===== src/design/rx_filter_pkg.sv =====
// constants for the receive address filter: register map, fields, limits
// assumes an 8-bit register port and a byte-wide receive stream
`default_nettype none

package rx_filter_pkg;
  // register offsets
  localparam logic [4:0] OFS_STATION_0 = 5'h01;
  localparam logic [4:0] OFS_RX_CONFIG = 5'h0C;
  localparam logic [4:0] OFS_HASH_0 = 5'h10;
  localparam logic [4:0] OFS_MAC_CONFIG = 5'h1B;
  localparam logic [4:0] OFS_TAG_LOW = 5'h1C;
  localparam logic [4:0] OFS_TAG_HIGH = 5'h1D;
  localparam logic [4:0] OFS_STATUS = 5'h1E;
  // bank sizes
  localparam logic [4:0] NUM_STATION = 5'h06;
  localparam logic [4:0] NUM_HASH = 5'h08;
  // field positions
  localparam int BIT_ACCEPT_ALL_ONES = 2;
  localparam int BIT_ACCEPT_GROUP = 3;
  localparam int BIT_ACCEPT_ANY = 4;
  localparam int BIT_TAG_FILTER_ON = 0;
  // reset values
  localparam logic [7:0] RST_BYTE = 8'h00;
  // frame layout and limits
  localparam logic [10:0] DEST_BYTES = 11'h006;
  localparam logic [10:0] TAG_HIGH_POS = 11'h00C;
  localparam logic [10:0] TAG_LOW_POS = 11'h00D;
  localparam logic [11:0] MAX_LEN_PLAIN = 12'h5EE;
  localparam logic [11:0] MAX_LEN_TAGGED = 12'h5F2;
  localparam logic [10:0] CNT_MAX = 11'h7FF;
  // hash crc
  localparam logic [31:0] CRC_POLY = 32'h04C11DB7;
  localparam logic [31:0] CRC_INIT = 32'hFFFFFFFF;
endpackage : rx_filter_pkg

`default_nettype wire


===== src/design/rx_address_filter.sv =====
// receive address filter: unicast, hash multicast, broadcast, tag compare
// assumes a byte stream synchronous to I_CLOCK, first byte after a last byte
//
// The address-and-strobe port is this design's own decision.
`default_nettype none

module rx_address_filter (
  // clock and reset
  input wire logic I_CLOCK,
  input wire logic I_RST_B,
  // register port
  input wire logic [4:0] I_ADDR,
  input wire logic [7:0] I_WDATA,
  input wire logic I_WR,
  input wire logic I_RD,
  output logic [7:0] O_RDATA,
  // receive stream
  input wire logic I_RX_VALID,
  input wire logic [7:0] I_RX_DATA,
  input wire logic I_RX_LAST,
  // filter results
  output logic O_DONE,
  output logic O_UNI_HIT,
  output logic O_GROUP_HIT,
  output logic O_BCAST_HIT,
  output logic O_TAG_HIT,
  output logic O_LEN_OK,
  output logic O_FINAL_HIT
);

  ////////////////////////////////////////////////////////////////////////////
  typedef enum logic {ST_IDLE, ST_FRAME} rx_state_e;

  typedef struct packed {
    rx_state_e st;
    logic [10:0] cnt;
    logic [31:0] crc;
    logic uni_ok;
    logic bc_ok;
    logic grp_bit;
    logic [5:0] hash;
    logic [15:0] tag_rx;
    logic [7:0] rx_config;
    logic [7:0] mac_config;
    logic [7:0] tag_high;
    logic [7:0] tag_low;
    logic [5:0][7:0] station_bytes;
    logic [7:0][7:0] group_hash_bytes;
    logic [7:0] rdata;
    logic done;
    logic uni_hit;
    logic grp_hit;
    logic bc_hit;
    logic tag_hit;
    logic len_ok;
    logic final_hit;
  } filt_s;

  filt_s s_r;
  filt_s s_nxt;

  // lsb-first serial crc over one byte
  function automatic logic [31:0] crc_byte(input logic [31:0] c, input logic [7:0] d);
    logic [31:0] r;
    r = c;
    for (int i = 0; i < 8; i++) begin
      if (r[31] ^ d[i]) begin
        r = {r[30:0], 1'b0} ^ rx_filter_pkg::CRC_POLY;
      end else begin
        r = {r[30:0], 1'b0};
      end
    end
    return r;
  endfunction : crc_byte

  // offset decode is shared by reads, writes and the read-back checks
  function automatic logic is_station(input logic [4:0] a);
    return (a >= rx_filter_pkg::OFS_STATION_0) &&
           (a < rx_filter_pkg::OFS_STATION_0 + rx_filter_pkg::NUM_STATION);
  endfunction : is_station

  function automatic logic is_hash(input logic [4:0] a);
    return (a >= rx_filter_pkg::OFS_HASH_0) &&
           (a < rx_filter_pkg::OFS_HASH_0 + rx_filter_pkg::NUM_HASH);
  endfunction : is_hash

  // slot inside a bank; only the low three bits can be in range
  function automatic logic [2:0] bank_slot(input logic [4:0] a, input logic [4:0] base);
    logic [4:0] d;
    d = a - base;
    return d[2:0];
  endfunction : bank_slot

  ////////////////////////////////////////////////////////////////////////////
  logic [10:0] idx;
  logic [11:0] len;
  logic [63:0] filt_bits;
  logic [11:0] len_max;
  logic dest_seen;
  logic tag_on;

  always_comb begin
    s_nxt = s_r;
    s_nxt.done = 1'b0;
    s_nxt.rdata = 8'h00;
    idx = (s_r.st == ST_IDLE) ? 11'h000 : s_r.cnt;
    len = {1'b0, idx} + 12'h001;
    filt_bits = s_r.group_hash_bytes;
    dest_seen = 1'b0;
    tag_on = s_r.mac_config[rx_filter_pkg::BIT_TAG_FILTER_ON];
    len_max = rx_filter_pkg::MAX_LEN_PLAIN;

    // register reads; unmapped offsets read zero
    if (I_RD) begin
      if (is_station(I_ADDR)) begin
        s_nxt.rdata = s_r.station_bytes[bank_slot(I_ADDR, rx_filter_pkg::OFS_STATION_0)];
      end else if (is_hash(I_ADDR)) begin
        s_nxt.rdata = s_r.group_hash_bytes[bank_slot(I_ADDR, rx_filter_pkg::OFS_HASH_0)];
      end else begin
        case (I_ADDR)
          rx_filter_pkg::OFS_RX_CONFIG: s_nxt.rdata = s_r.rx_config;
          rx_filter_pkg::OFS_MAC_CONFIG: s_nxt.rdata = s_r.mac_config;
          rx_filter_pkg::OFS_TAG_LOW: s_nxt.rdata = s_r.tag_low;
          rx_filter_pkg::OFS_TAG_HIGH: s_nxt.rdata = s_r.tag_high;
          rx_filter_pkg::OFS_STATUS: s_nxt.rdata = {2'b00, s_r.final_hit, s_r.len_ok,
                                                    s_r.tag_hit, s_r.bc_hit,
                                                    s_r.grp_hit, s_r.uni_hit};
          default: s_nxt.rdata = 8'h00;
        endcase
      end
    end

    // register writes
    if (I_WR) begin
      if (is_station(I_ADDR)) begin
        s_nxt.station_bytes[bank_slot(I_ADDR, rx_filter_pkg::OFS_STATION_0)] = I_WDATA;
      end else if (is_hash(I_ADDR)) begin
        s_nxt.group_hash_bytes[bank_slot(I_ADDR, rx_filter_pkg::OFS_HASH_0)] = I_WDATA;
      end else begin
        case (I_ADDR)
          rx_filter_pkg::OFS_RX_CONFIG: s_nxt.rx_config = I_WDATA;
          rx_filter_pkg::OFS_MAC_CONFIG: s_nxt.mac_config = I_WDATA;
          rx_filter_pkg::OFS_TAG_LOW: s_nxt.tag_low = I_WDATA;
          rx_filter_pkg::OFS_TAG_HIGH: s_nxt.tag_high = I_WDATA;
          default: s_nxt.rdata = s_nxt.rdata;
        endcase
      end
    end

    // receive stream; decision uses config as it stood before any same-cycle write
    if (I_RX_VALID) begin
      case (s_r.st)
        ST_IDLE, ST_FRAME: begin
          if (idx == 11'h000) begin
            s_nxt.crc = rx_filter_pkg::CRC_INIT;
            s_nxt.uni_ok = 1'b1;
            s_nxt.bc_ok = 1'b1;
            s_nxt.tag_rx = 16'h0000;
            s_nxt.grp_bit = I_RX_DATA[0];
          end
          if (idx < rx_filter_pkg::DEST_BYTES) begin
            s_nxt.uni_ok = s_nxt.uni_ok & (I_RX_DATA == s_r.station_bytes[idx[2:0]]);
            s_nxt.bc_ok = s_nxt.bc_ok & (I_RX_DATA == 8'hFF);
            s_nxt.crc = crc_byte(s_nxt.crc, I_RX_DATA);
          end
          if (idx == rx_filter_pkg::DEST_BYTES - 11'h001) begin
            s_nxt.hash = s_nxt.crc[31:26];
          end
          if (idx == rx_filter_pkg::TAG_HIGH_POS) begin
            s_nxt.tag_rx[15:8] = I_RX_DATA;
          end
          if (idx == rx_filter_pkg::TAG_LOW_POS) begin
            s_nxt.tag_rx[7:0] = I_RX_DATA;
          end
          s_nxt.cnt = (idx == rx_filter_pkg::CNT_MAX) ? idx : idx + 11'h001;
          s_nxt.st = ST_FRAME;
          if (I_RX_LAST) begin
            s_nxt.st = ST_IDLE;
            s_nxt.done = 1'b1;
            dest_seen = len >= {1'b0, rx_filter_pkg::DEST_BYTES};
            s_nxt.uni_hit = dest_seen & s_nxt.uni_ok;
            s_nxt.bc_hit = dest_seen & s_nxt.bc_ok;
            s_nxt.grp_hit = dest_seen & s_nxt.grp_bit & filt_bits[s_nxt.hash];
            s_nxt.tag_hit = (len > {1'b0, rx_filter_pkg::TAG_LOW_POS}) &
                            ((s_nxt.tag_rx == 16'h0000) |
                             (s_nxt.tag_rx == {s_r.tag_high, s_r.tag_low}));
            if (tag_on) begin
              len_max = rx_filter_pkg::MAX_LEN_TAGGED;
            end
            s_nxt.len_ok = len <= len_max;
            s_nxt.final_hit = s_nxt.len_ok & (~tag_on | s_nxt.tag_hit) &
              (s_r.rx_config[rx_filter_pkg::BIT_ACCEPT_ANY] | s_nxt.uni_hit |
               (s_nxt.grp_hit & s_r.rx_config[rx_filter_pkg::BIT_ACCEPT_GROUP]) |
               (s_nxt.bc_hit & s_r.rx_config[rx_filter_pkg::BIT_ACCEPT_ALL_ONES]));
          end
        end
        default: s_nxt.st = ST_IDLE;
      endcase
    end
  end

  ////////////////////////////////////////////////////////////////////////////
  // state register; reset loads constants only
  always_ff @(posedge I_CLOCK or negedge I_RST_B) begin
    if (!I_RST_B) begin
      s_r <= '0;
      s_r.rx_config <= rx_filter_pkg::RST_BYTE;
      s_r.mac_config <= rx_filter_pkg::RST_BYTE;
    end else begin
      s_r <= s_nxt;
    end
  end

  assign O_RDATA = s_r.rdata;
  assign O_DONE = s_r.done;
  assign O_UNI_HIT = s_r.uni_hit;
  assign O_GROUP_HIT = s_r.grp_hit;
  assign O_BCAST_HIT = s_r.bc_hit;
  assign O_TAG_HIT = s_r.tag_hit;
  assign O_LEN_OK = s_r.len_ok;
  assign O_FINAL_HIT = s_r.final_hit;

  ////////////////////////////////////////////////////////////////////////////
  // checks
  logic [31:0] crc_chk;
  logic [63:0] filt_chk;
  assign crc_chk = crc_byte(s_r.crc, I_RX_DATA);
  assign filt_chk = s_r.group_hash_bytes;
endmodule : rx_address_filter

`default_nettype wire


===== config.mk =====
export PLATFORM = sky130hd
export DESIGN_NAME = rx_address_filter
export DESIGN_NICKNAME = d
export VERILOG_FILES = /design/src/design/rx_filter_pkg.sv /design/src/design/rx_address_filter.sv
export SDC_FILE = /design/constraint.sdc
export NUM_CORES = 1
export LEC_CHECK = 0
export BUFFER_PORTS_ARGS = -buffer_cell sky130_fd_sc_hd__buf_2
export CAP_MARGIN = 10
export CELL_PAD_IN_SITES_DETAIL_PLACEMENT = 1
export CELL_PAD_IN_SITES_GLOBAL_PLACEMENT = 1
export CORE_MARGIN = 2
export CORE_UTILIZATION = 43
export CTS_CLUSTER_DIAMETER = 50
export DETAILED_ROUTE_END_ITERATION = 8
export MAX_ROUTING_LAYER = met4
export PLACE_DENSITY_LB_ADDON = 0.1
export SYNTH_ARGS = -nofsm -noshare
export SYNTH_HDL_FRONTEND = slang
export SYNTH_SLANG_ARGS = --single-unit

===== constraint.sdc =====
create_clock -name I_CLOCK -period 5.2 [get_ports I_CLOCK]
set_clock_uncertainty 0.05 [all_clocks]
set_input_delay 1.3 -clock I_CLOCK [delete_from_list [all_inputs] [get_ports I_CLOCK]]
set_output_delay 1.3 -clock I_CLOCK [all_outputs]
set_load 0.01 [all_outputs]

Word-level counts from Yosys, hierarchy flattened
Cells that the tools add are included.
{"block": "totals", "inputBits": 27, "output_inout_bits": 15, "ff_bits": 228, "elab_cells": 172}
{"block": "classes", "muxes": 60, "n_reduce_logical": 13, "n_eq_ne": 12, "magnitude_cmp": 14, "addsub": 4, "n_bitwise": 35}
{"op": "$mux W32", "count": 14}
{"op": "$mux W27", "count": 8}
{"op": "$not A14 Y14", "count": 8}
{"op": "$mux W8", "count": 13}
{"op": "$bmux W8 S3", "count": 3}
{"op": "$mux W35", "count": 2}
{"op": "$mux W34", "count": 2}
{"op": "$bwmux W64", "count": 1}
{"op": "$bwmux W48", "count": 1}
{"op": "$demux W8 S3", "count": 2}
{"op": "$pmux W8 S5", "count": 1}
{"op": "$mux W12", "count": 2}
{"op": "$eq A11 B4 Y1 const B", "count": 2}
{"op": "$mux W11", "count": 2}
{"op": "$eq A5 B5 Y1 const B", "count": 4}
{"op": "$eq A16 B16 Y1", "count": 1}
{"op": "$logic_not A16 Y1", "count": 1}
{"op": "$mux W16", "count": 1}
{"op": "$reduce_and A4 Y1", "count": 4}
{"op": "$mux W7", "count": 2}
{"op": "$add A11 B1 Y12 const B", "count": 1}
{"op": "$ge A12 B3 Y1 const B", "count": 1}
{"op": "$gt A12 B4 Y1 const B", "count": 1}
{"op": "$le A12 B12 Y1", "count": 1}
{"op": "27 further kinds", "count": 60}

Depth between registers and ports, before layout
Gate-level depths: netlist of run 1.
{"block": "depth", "depth_word": 47, "ltp_mapped": 18, "ltp_nobuf": 16}

Least setup slack after synthesis of run 1
Ideal clock, no wire load.
{"block": "synth_path", "kind": "input to register", "from": "input I_ADDR[1]", "to": "register s_r[119] (netlist bit)", "setup_ps": 125, "required_ps": 5025, "setup_slack_ps": 1053, "stages": 8, "t_arrival_ps": 3972, "path_buffers": 3, "path_cell_list": "clkbuf_1 buf_1 inv_1 ha_1 xnor2_1 clkbuf_1 nor4_1 mux2_2"}
{"block": "synth_via", "elab_chain_cells": 6, "elab_cells_between_ends": 11, "classes_between": "add/sub (1); order compare (4); mux (3); reduce/logical (3)"}
{"item": "from (decl)", "line": "rx_address_filter.sv:12", "text": "input wire logic [4:0] I_ADDR,"}
{"item": "$sub A3 B1 Y3", "line": "rx_address_filter.sv:90", "text": "d = a - base;"}
{"item": "$lt A3 B4 Y1 (not written as such) / $ge A3 B1 Y1 (equally long branches)", "line": "rx_address_filter.sv:136", "text": "s_nxt.station_bytes[bank_slot(I_ADDR, rx_filter_pkg::OFS_STATION_0)] = I_WDATA;"}
{"item": "$logic_and A1 B1 Y1 (not written as such)", "line": "rx_address_filter.sv:136"}
{"item": "$mux W8 (not written as such)", "line": "rx_address_filter.sv:136"}
{"item": "$demux W8 S3", "line": "rx_address_filter.sv:136"}
{"item": "$bwmux W48", "line": "rx_address_filter.sv:136"}
{"item": "to (signal assigned)", "line": "rx_address_filter.sv:210", "text": "s_r <= s_nxt;"}
{"item": "to (decl)", "line": "rx_address_filter.sv:59", "text": "filt_s s_r;"}
Several ways; a longest one is shown, not always the timed one.
A chain may end at the register's enable or synchronous reset.

Final worst setup path of run 1
{"block": "layout_path", "from": "register s_r[227] (netlist bit)", "to": "register s_r (netlist bit O_FINAL_HIT)"}
{"block": "layout_via", "elab_chain_cells": 40, "elab_cells_between_ends": 82, "classes_between": "add/sub (1); order compare (4); eq/ne (5); mux (38); bitwise (32); reduce/logical (2)"}
{"item": "$mux W11 (*)", "line": "rx_address_filter.sv:106", "text": "idx = (s_r.st == ST_IDLE) ? 11'h000 : s_r.cnt;"}
{"item": "$logic_not A11 Y1", "line": "rx_address_filter.sv:154", "text": "if (idx == 11'h000) begin"}
{"item": "$mux W35", "line": "rx_address_filter.sv:154"}
{"item": "$mux W35", "line": "rx_address_filter.sv:151", "text": "if (I_RX_VALID) begin"}
{"item": "$mux W27", "line": "rx_address_filter.sv:67", "text": "if (r[31] ^ d[i]) begin"}
{"item": "$mux W32", "line": "rx_address_filter.sv:161", "text": "if (idx < rx_filter_pkg::DEST_BYTES) begin"}
{"item": "$mux W32", "line": "rx_address_filter.sv:151"}
{"item": "$mux W27", "line": "rx_address_filter.sv:67"}
{"item": "[24 not listed]"}
{"item": "$mux W6", "line": "rx_address_filter.sv:151"}
{"item": "$bmux W1 S6", "line": "rx_address_filter.sv:183", "text": "s_nxt.grp_hit = dest_seen & s_nxt.grp_bit & filt_bits[s_nxt.hash];"}
{"item": "$mux W1 (not written as such)", "line": "rx_address_filter.sv:183"}
{"item": "$and A1 B1 Y1", "line": "rx_address_filter.sv:183"}
{"item": "$and A1 B1 Y1", "line": "rx_address_filter.sv:193", "text": "(s_nxt.grp_hit & s_r.rx_config[rx_filter_pkg::BIT_ACCEPT_GROUP]) |"}
{"item": "$or A1 B1 Y1", "line": "rx_address_filter.sv:192", "text": "(s_r.rx_config[rx_filter_pkg::BIT_ACCEPT_ANY] | s_nxt.uni_hit |"}
{"item": "$or A1 B1 Y1", "line": "rx_address_filter.sv:193"}
{"item": "$and A1 B1 Y1 (*)", "line": "rx_address_filter.sv:191", "text": "s_nxt.final_hit = s_nxt.len_ok & (~tag_on | s_nxt.tag_hit) &"}
Mark *: on every way between the ends. The rest lies on a longest branch, timed or not. The select of a mux whose other input is x is not followed.

==> impl_metrics.json, run 1 <==
{
  "outcome": "completed",
  "placementRows": 65,
  "critPathRequiredTime_ns": 5.55,
  "ctsResizeCount": 0,
  "yosysMostFrequentCell": "dfrtp_1",
  "dieArea_sq_um": 33300,
  "grt-ovfl-total": 0,
  "hold_viol_final": 0,
  "yosys.area.top_type": "dfrtp_1",
  "seq_area_sq_um": 5710,
  "end_kind": "flip-flop",
  "grt_pass1_wl_mm": 68.5,
  "slew_viol_final": 0,
  "cts_tree": "built",
  "port-buffer-count": 41,
  "synthCells": 1359,
  "clock_path_buffers": 3,
  "wire_per_inst_microns": 24.4,
  "crit_arrival_ns": 4.67,
  "fill_cells": 3441,
  "synth-edff-count": 0,
  "drt-pass1-iter-count": 5,
  "multiInputGateArea_sq_um": 7390,
  "ant_nets": 0,
  "crit_type": "reg -> reg",
  "syn_avg_cell_area_sq_um": 10.1,
  "p_sw_frac": 0.354,
  "pwr-share-seq": 0.334,
  "nets": 1403,
  "grt_max_degree": 125,
  "setup_viol": 0,
  "yosys_most_used_dff": "dfrtp_1",
  "finalSetupTns_ns": 0,
  "hold_path_class": "reg -> reg",
  "cell_internal_pwr_w": 0.00509,
  "p_per_area_nw_per_um2": 513,
  "synth_cell_types": 83,
  "p_leak_nw": 6.68,
  "async_flop_share": 1.00,
  "drt_wl_total_mm": 43.8,
  "synthTopCellsByArea": "dfrtp_1 42%, mux2_2 14%, xnor2_1 6.2%",
  "gp_congestion": 0.873,
  "grt.total_usage": 0.275,
  "drc": 0,
  "drtIter0Drc": 922,
  "antenna_found_initial": 0,
  "io_pins": 42,
  "finalPower_w": 0.00788,
  "vias": 10800,
  "start_kind": "flip-flop",
  "area_growth_syn_to_layout_pct": 12.2,
  "postCtsSetupBuffers": 0,
  "ys_seq_area_frac": 0.417,
  "avgViaCountPerCell": 6.03,
  "critPathMaxFanout": 16,
  "synth_area_sq_um": 13700,
  "period_minus_slack_ns": 4.33,
  "power.switching_w": 0.00279,
  "rsz0062_at_grt": "false",
  "core_sq_um": 31500,
  "fmaxAchievable_mhz": 231,
  "die_x_microns": 182,
  "tightest_slew_ns": 1.07,
  "finalCritPeriodShare": 0.832,
  "clock-sinks": 228,
  "slew_headroom": 0.284,
  "netlist.area_leader.share": 0.417,
  "drive_gt1_frac": 0.231,
  "start_util": 0.435,
  "synth_seq_cells": 228,
  "clk_pin_slew_ns": 0.05,
  "antenna_cells": 0,
  "synth_nets": 1397,
  "cap_viol_max_count": 0,
  "combPwrFrac": 0.354,
  "clkPwrFrac": 0.313,
  "htreeDepth": 2,
  "synthTopCellsByCount": "228 x dfrtp_1, 166 x mux2_2, 144 x nand2_1",
  "die_y_microns": 182,
  "cts_root_buf": "clkbuf_16",
  "dp_hpwl_mm": 30.2,
  "grt_pass1_vias": 11000,
  "yosysWarningCount": 0,
  "cts_buffers": 35,
  "clock_latency_ns": 0.53,
  "vdd_drop_max_uv": 253,
  "cts_hold_repair.buffers": 0
}
## final timing paths
path,startpoint,end,slack (ns),cells past startpoint
worst max-delay path,s_r[227],O_FINAL_HIT,0.87,12
worst min-delay path,s_r[197],s_r[197],0.43,2
worst max register to register,s_r[227],O_FINAL_HIT,0.87,12
worst min register to register,s_r[197],s_r[197],0.43,2
max in group asynchronous,I_RST_B,s_r[200],3.26,2
min in group asynchronous,I_RST_B,s_r[221],0.82,1
## logic make-up (layout without fill, tap and decap cells)
group | Yosys count | after routing | synth area share
compound gates | 281 | 281 | 0.138
xor+xnor | 134 | 134 | 0.0900
fa+ha+maj | 11 | 11 | 0.0101
buf+inv | 125 | 156 | 0.0436
flops | 228 | 228 | 0.417
mux | 207 | 207 | 0.171
simple gates | 373 | 373 | 0.130
## sequential cells by signal (all words and copies together) (netlist names)
signal,cells
s_r,149
filt_bits,64
O_RDATA,8
O_BCAST_HIT,1
O_DONE,1
O_FINAL_HIT,1
O_GROUP_HIT,1
O_LEN_OK,1
O_TAG_HIT,1
O_UNI_HIT,1
## layout make-up
cell class	instances	area share
Multi-Input combinational cell	1006	0.481
Clock inverter	16	0.0156
Clock buffer	46	0.0630
Tap cell	402	0.0327
Sequential cell	228	0.371
Inverter	19	0.00464
Timing Repair Buffer	75	0.0314
## placed cells by master (no fill, tap or decap), drive strengths merged, types with 10 or more instances in the layout
| cell | synthesis | layout |
|---|---|---|
| nor4 | 12 | 12 |
| nor3 | 13 | 13 |
| dfrtp | 228 | 228 |
| buf | 38 | 75 |
| xnor2 | 99 | 99 |
| clkbuf | 68 | 46 |
| nand2 | 145 | 145 |
| a21oi | 61 | 61 |
| inv | 19 | 24 |
| and3 | 18 | 18 |
| mux2 | 167 | 167 |
| o22ai | 10 | 10 |
| o21ai | 78 | 78 |
| nor2 | 92 | 92 |
| mux2i | 35 | 35 |
| ha | 11 | 11 |
| nand3 | 23 | 23 |
| a211oi | 18 | 18 |
| nor2b | 11 | 11 |
| nand4 | 16 | 16 |
| xor2 | 32 | 32 |
## through the flow
stage,utilization,setup WS (ns),cell area (sq um),hold slack (ns),instances
after CTS,0.488,0.936,15400,0.438,1792
after global placement,0.450,0.596,14200,0.414,1730
after detailed placement,0.450,0.544,14200,0.426,1730
after global routing,0.488,0.606,15400,0.461,1792
final,0.488,0.875,15400,0.427,1792
after floorplan,-,1.05,13700,0.401,1359
## power groups by stage
stage | clock network, W | registers (W) | logic [W]
after detailed placement | 0 | 0.00265 | 0.00278
after floorplan | 0 | 0.00242 | 0.00228
after CTS | 0.00251 | 0.00262 | 0.00281
after global placement | 0 | 0.00264 | 0.00274
final | 0.00246 | 0.00263 | 0.00279
after global routing | 0.00259 | 0.00268 | 0.00309
## routing by layer
layer  global-route usage  vias to the layer above  routed length (microns)
met2                0.423                      276                    20100
met1                0.382                     5558                    20600
met3               0.0371                       74                     2040
li1                     -                     4903                        -
met5                    -                        -                        0
met4               0.0745                        0                     1090
## worst max-delay path, cell delays in order, from the launching register on
cell and delay [ns]:
dfrtp_1 0.56, and2_1 0.37, inv_2 0.07, ha_1 0.27, and4b_1 0.32, or4_4 0.57
a311oi_4 0.39, or2_1 0.54, a32oi_1 0.21, a211o_1 0.33, o211ai_1 0.16, o31a_1 0.27
o21ai_1 0.09
Note: power is estimated with default switching activity, not from simulation.
==> inputs of run 2 (changes only) <==
- clock period: 5.2 -> 4.1 ns (I/O delays scaled with it)
==> impl_metrics.json, run 2 (synthesis results as in run 1) <==
{
  "layout.cells.non_filler": 1836,
  "finish.utilization": 0.498,
  "cts_tree": "built",
  "grt_max_degree": 82,
  "grt-ovfl-total": 0,
  "antenna_found_initial": 0,
  "clock_path_buffers": 3,
  "hold_path_class": "reg -> reg",
  "drc": 0,
  "setup_viol": 0,
  "cts_buffers": 35,
  "hold_end": "s_r[192]",
  "r2r_end": "s_r[195]",
  "start_util": 0.435,
  "grt.total_usage": 0.280,
  "nets": 1448,
  "avgViaCountPerCell": 5.92,
  "ant_nets": 0,
  "slew_viol_final": 0,
  "power.switching_w": 0.00354,
  "die_x_microns": 182,
  "htreeDepth": 2,
  "antenna_cells": 0,
  "crit_type": "reg -> reg",
  "die_y_microns": 182,
  "cts_root_buf": "clkbuf_16",
  "core_sq_um": 31500,
  "drt_wl_total_mm": 44.0,
  "cell_internal_pwr_w": 0.00647,
  "p_leak_nw": 6.90,
  "vdd_drop_max_uv": 295,
  "holdPathStages": 2,
  "fill_cells": 3478,
  "fmaxAchievable_mhz": 261,
  "start_kind": "flip-flop",
  "critPathRequiredTime_ns": 4.43,
  "dp_hpwl_mm": 31.3,
  "hold_viol_final": 0,
  "regToRegSetupSlack_ns": 0.27,
  "pwr-share-seq": 0.326,
  "largest_reg_flops": 149,
  "outcome": "completed",
  "p_sw_frac": 0.354,
  "finalCritPeriodShare": 0.934,
  "clock_latency_ns": 0.53,
  "area_growth_syn_to_layout_pct": 14.6,
  "place_inst": 1775,
  "drtIter0Drc": 716,
  "final_common_cell": "dfrtp_1",
  "crit_arrival_ns": 4.16,
  "final_cell_mix": "228 x dfrtp_1, 166 x mux2_2, 144 x nand2_1",
  "cts_hold_repair.buffers": 0,
  "slew_headroom": 0.364,
  "critPathMaxFanout": 9,
  "drive_gt1_frac": 0.255,
  "r2r-start": "s_r[227]",
  "clk_pin_slew_ns": 0.05,
  "postCtsSetupBuffers": 0,
  "port-buffer-count": 41,
  "vias": 10900,
  "clock-sinks": 228,
  "placementRows": 65,
  "tightest_slew_ns": 0.951,
  "p_per_area_nw_per_um2": 638,
  "clkPwrFrac": 0.302,
  "grt_pass1_wl_mm": 69.5,
  "rsz0062_at_grt": "false",
  "wire_per_inst_microns": 23.9,
  "finalSetupTns_ns": 0,
  "drt-pass1-iter-count": 5,
  "period_minus_slack_ns": 3.83,
  "end_kind": "flip-flop",
  "gp_congestion": 0.867,
  "grt_pass1_vias": 11400,
  "io_pins": 42,
  "dieArea_sq_um": 33300,
  "ctsResizeCount": 0,
  "cap_viol_max_count": 0,
  "reg2regPathDepth": 12,
  "regMostFlops": "s_r",
  "combPwrFrac": 0.372,
  "min_from": "s_r[192]"
}
## run 2: cell types whose count changed in the layout (fill, tap and decap cells not counted), moves of 2 or more
| cell | previous run | this run |
|---|---|---|
| clkinv_4 | 2 | 0 |
| clkinv_2 | 1 | 4 |
| inv_6 | 5 | 3 |
| bufinv_16 | 5 | 3 |
| buf_4 | 33 | 77 |
## run 2: layer usage
layer | part of all wire | up-vias | GRT usage
met4 | 0.024 | 0 | 0.0748
met5 | 0 | - | -
met2 | 0.46 | 257 | 0.433
met3 | 0.043 | 65 | 0.0345
li1 | - | 5006 | -
met1 | 0.47 | 5536 | 0.390
## run 2: layout make-up
type	count	area [sq um]	share of cell area
Multi-Input combinational cell	1006	7390	0.471
Timing Repair Buffer	120	833	0.0531
Tap cell	402	503	0.0321
Inverter	19	71.3	0.00455
Sequential cell	228	5710	0.364
Clock buffer	47	1000	0.0639
Clock inverter	14	175	0.0112
## run 2: critical path: stages (launching register included)
cell and delay, ns:
dfrtp_1 0.38, and2_1 0.20, inv_2 0.05, ha_1 0.26
nor2b_1 0.22, buf_4 0.18, nor2_1 0.70, nand2_1 0.14
xnor2_1 0.39, xor2_1 0.48, xnor2_1 0.22, xnor2_1 0.29
o21ai_0 0.12
## run 2: worst max path at each step
stage                             from          end  slack [ns]
after floorplan               s_r[216]  O_FINAL_HIT        0.18
after global placement    I_RX_DATA[0]  O_FINAL_HIT        0.05
after detailed placement  I_RX_DATA[0]  O_FINAL_HIT        0.03
after CTS                     s_r[227]     s_r[195]        0.29
after global routing          s_r[226]  O_FINAL_HIT        0.03
final                         s_r[227]     s_r[195]        0.27
## run 2: power by group through the flow
stage | sequential (W) | clock, W | combinational [W]
floorplan | 0.00306 | 0 | 0.00289
global placement | 0.00327 | 0 | 0.00364
detailed placement | 0.00329 | 0 | 0.00372
CTS | 0.00326 | 0.00309 | 0.00376
global route | 0.00332 | 0.00320 | 0.00413
finish | 0.00326 | 0.00302 | 0.00372
## run 2: through the flow
step	total power (W)	area, sq um	hold slack, ns	setup WS (ns)
6_report	0.0100	15700	0.431	0.269
5_1_grt	0.0107	15700	0.464	0.0309
4_1_cts	0.0101	15700	0.438	0.287
3_5_place_dp	0.00701	14500	0.426	0.0277
3_3_place_gp	0.00691	14500	0.415	0.0504
2_1_floorplan	0.00596	13700	0.401	0.180
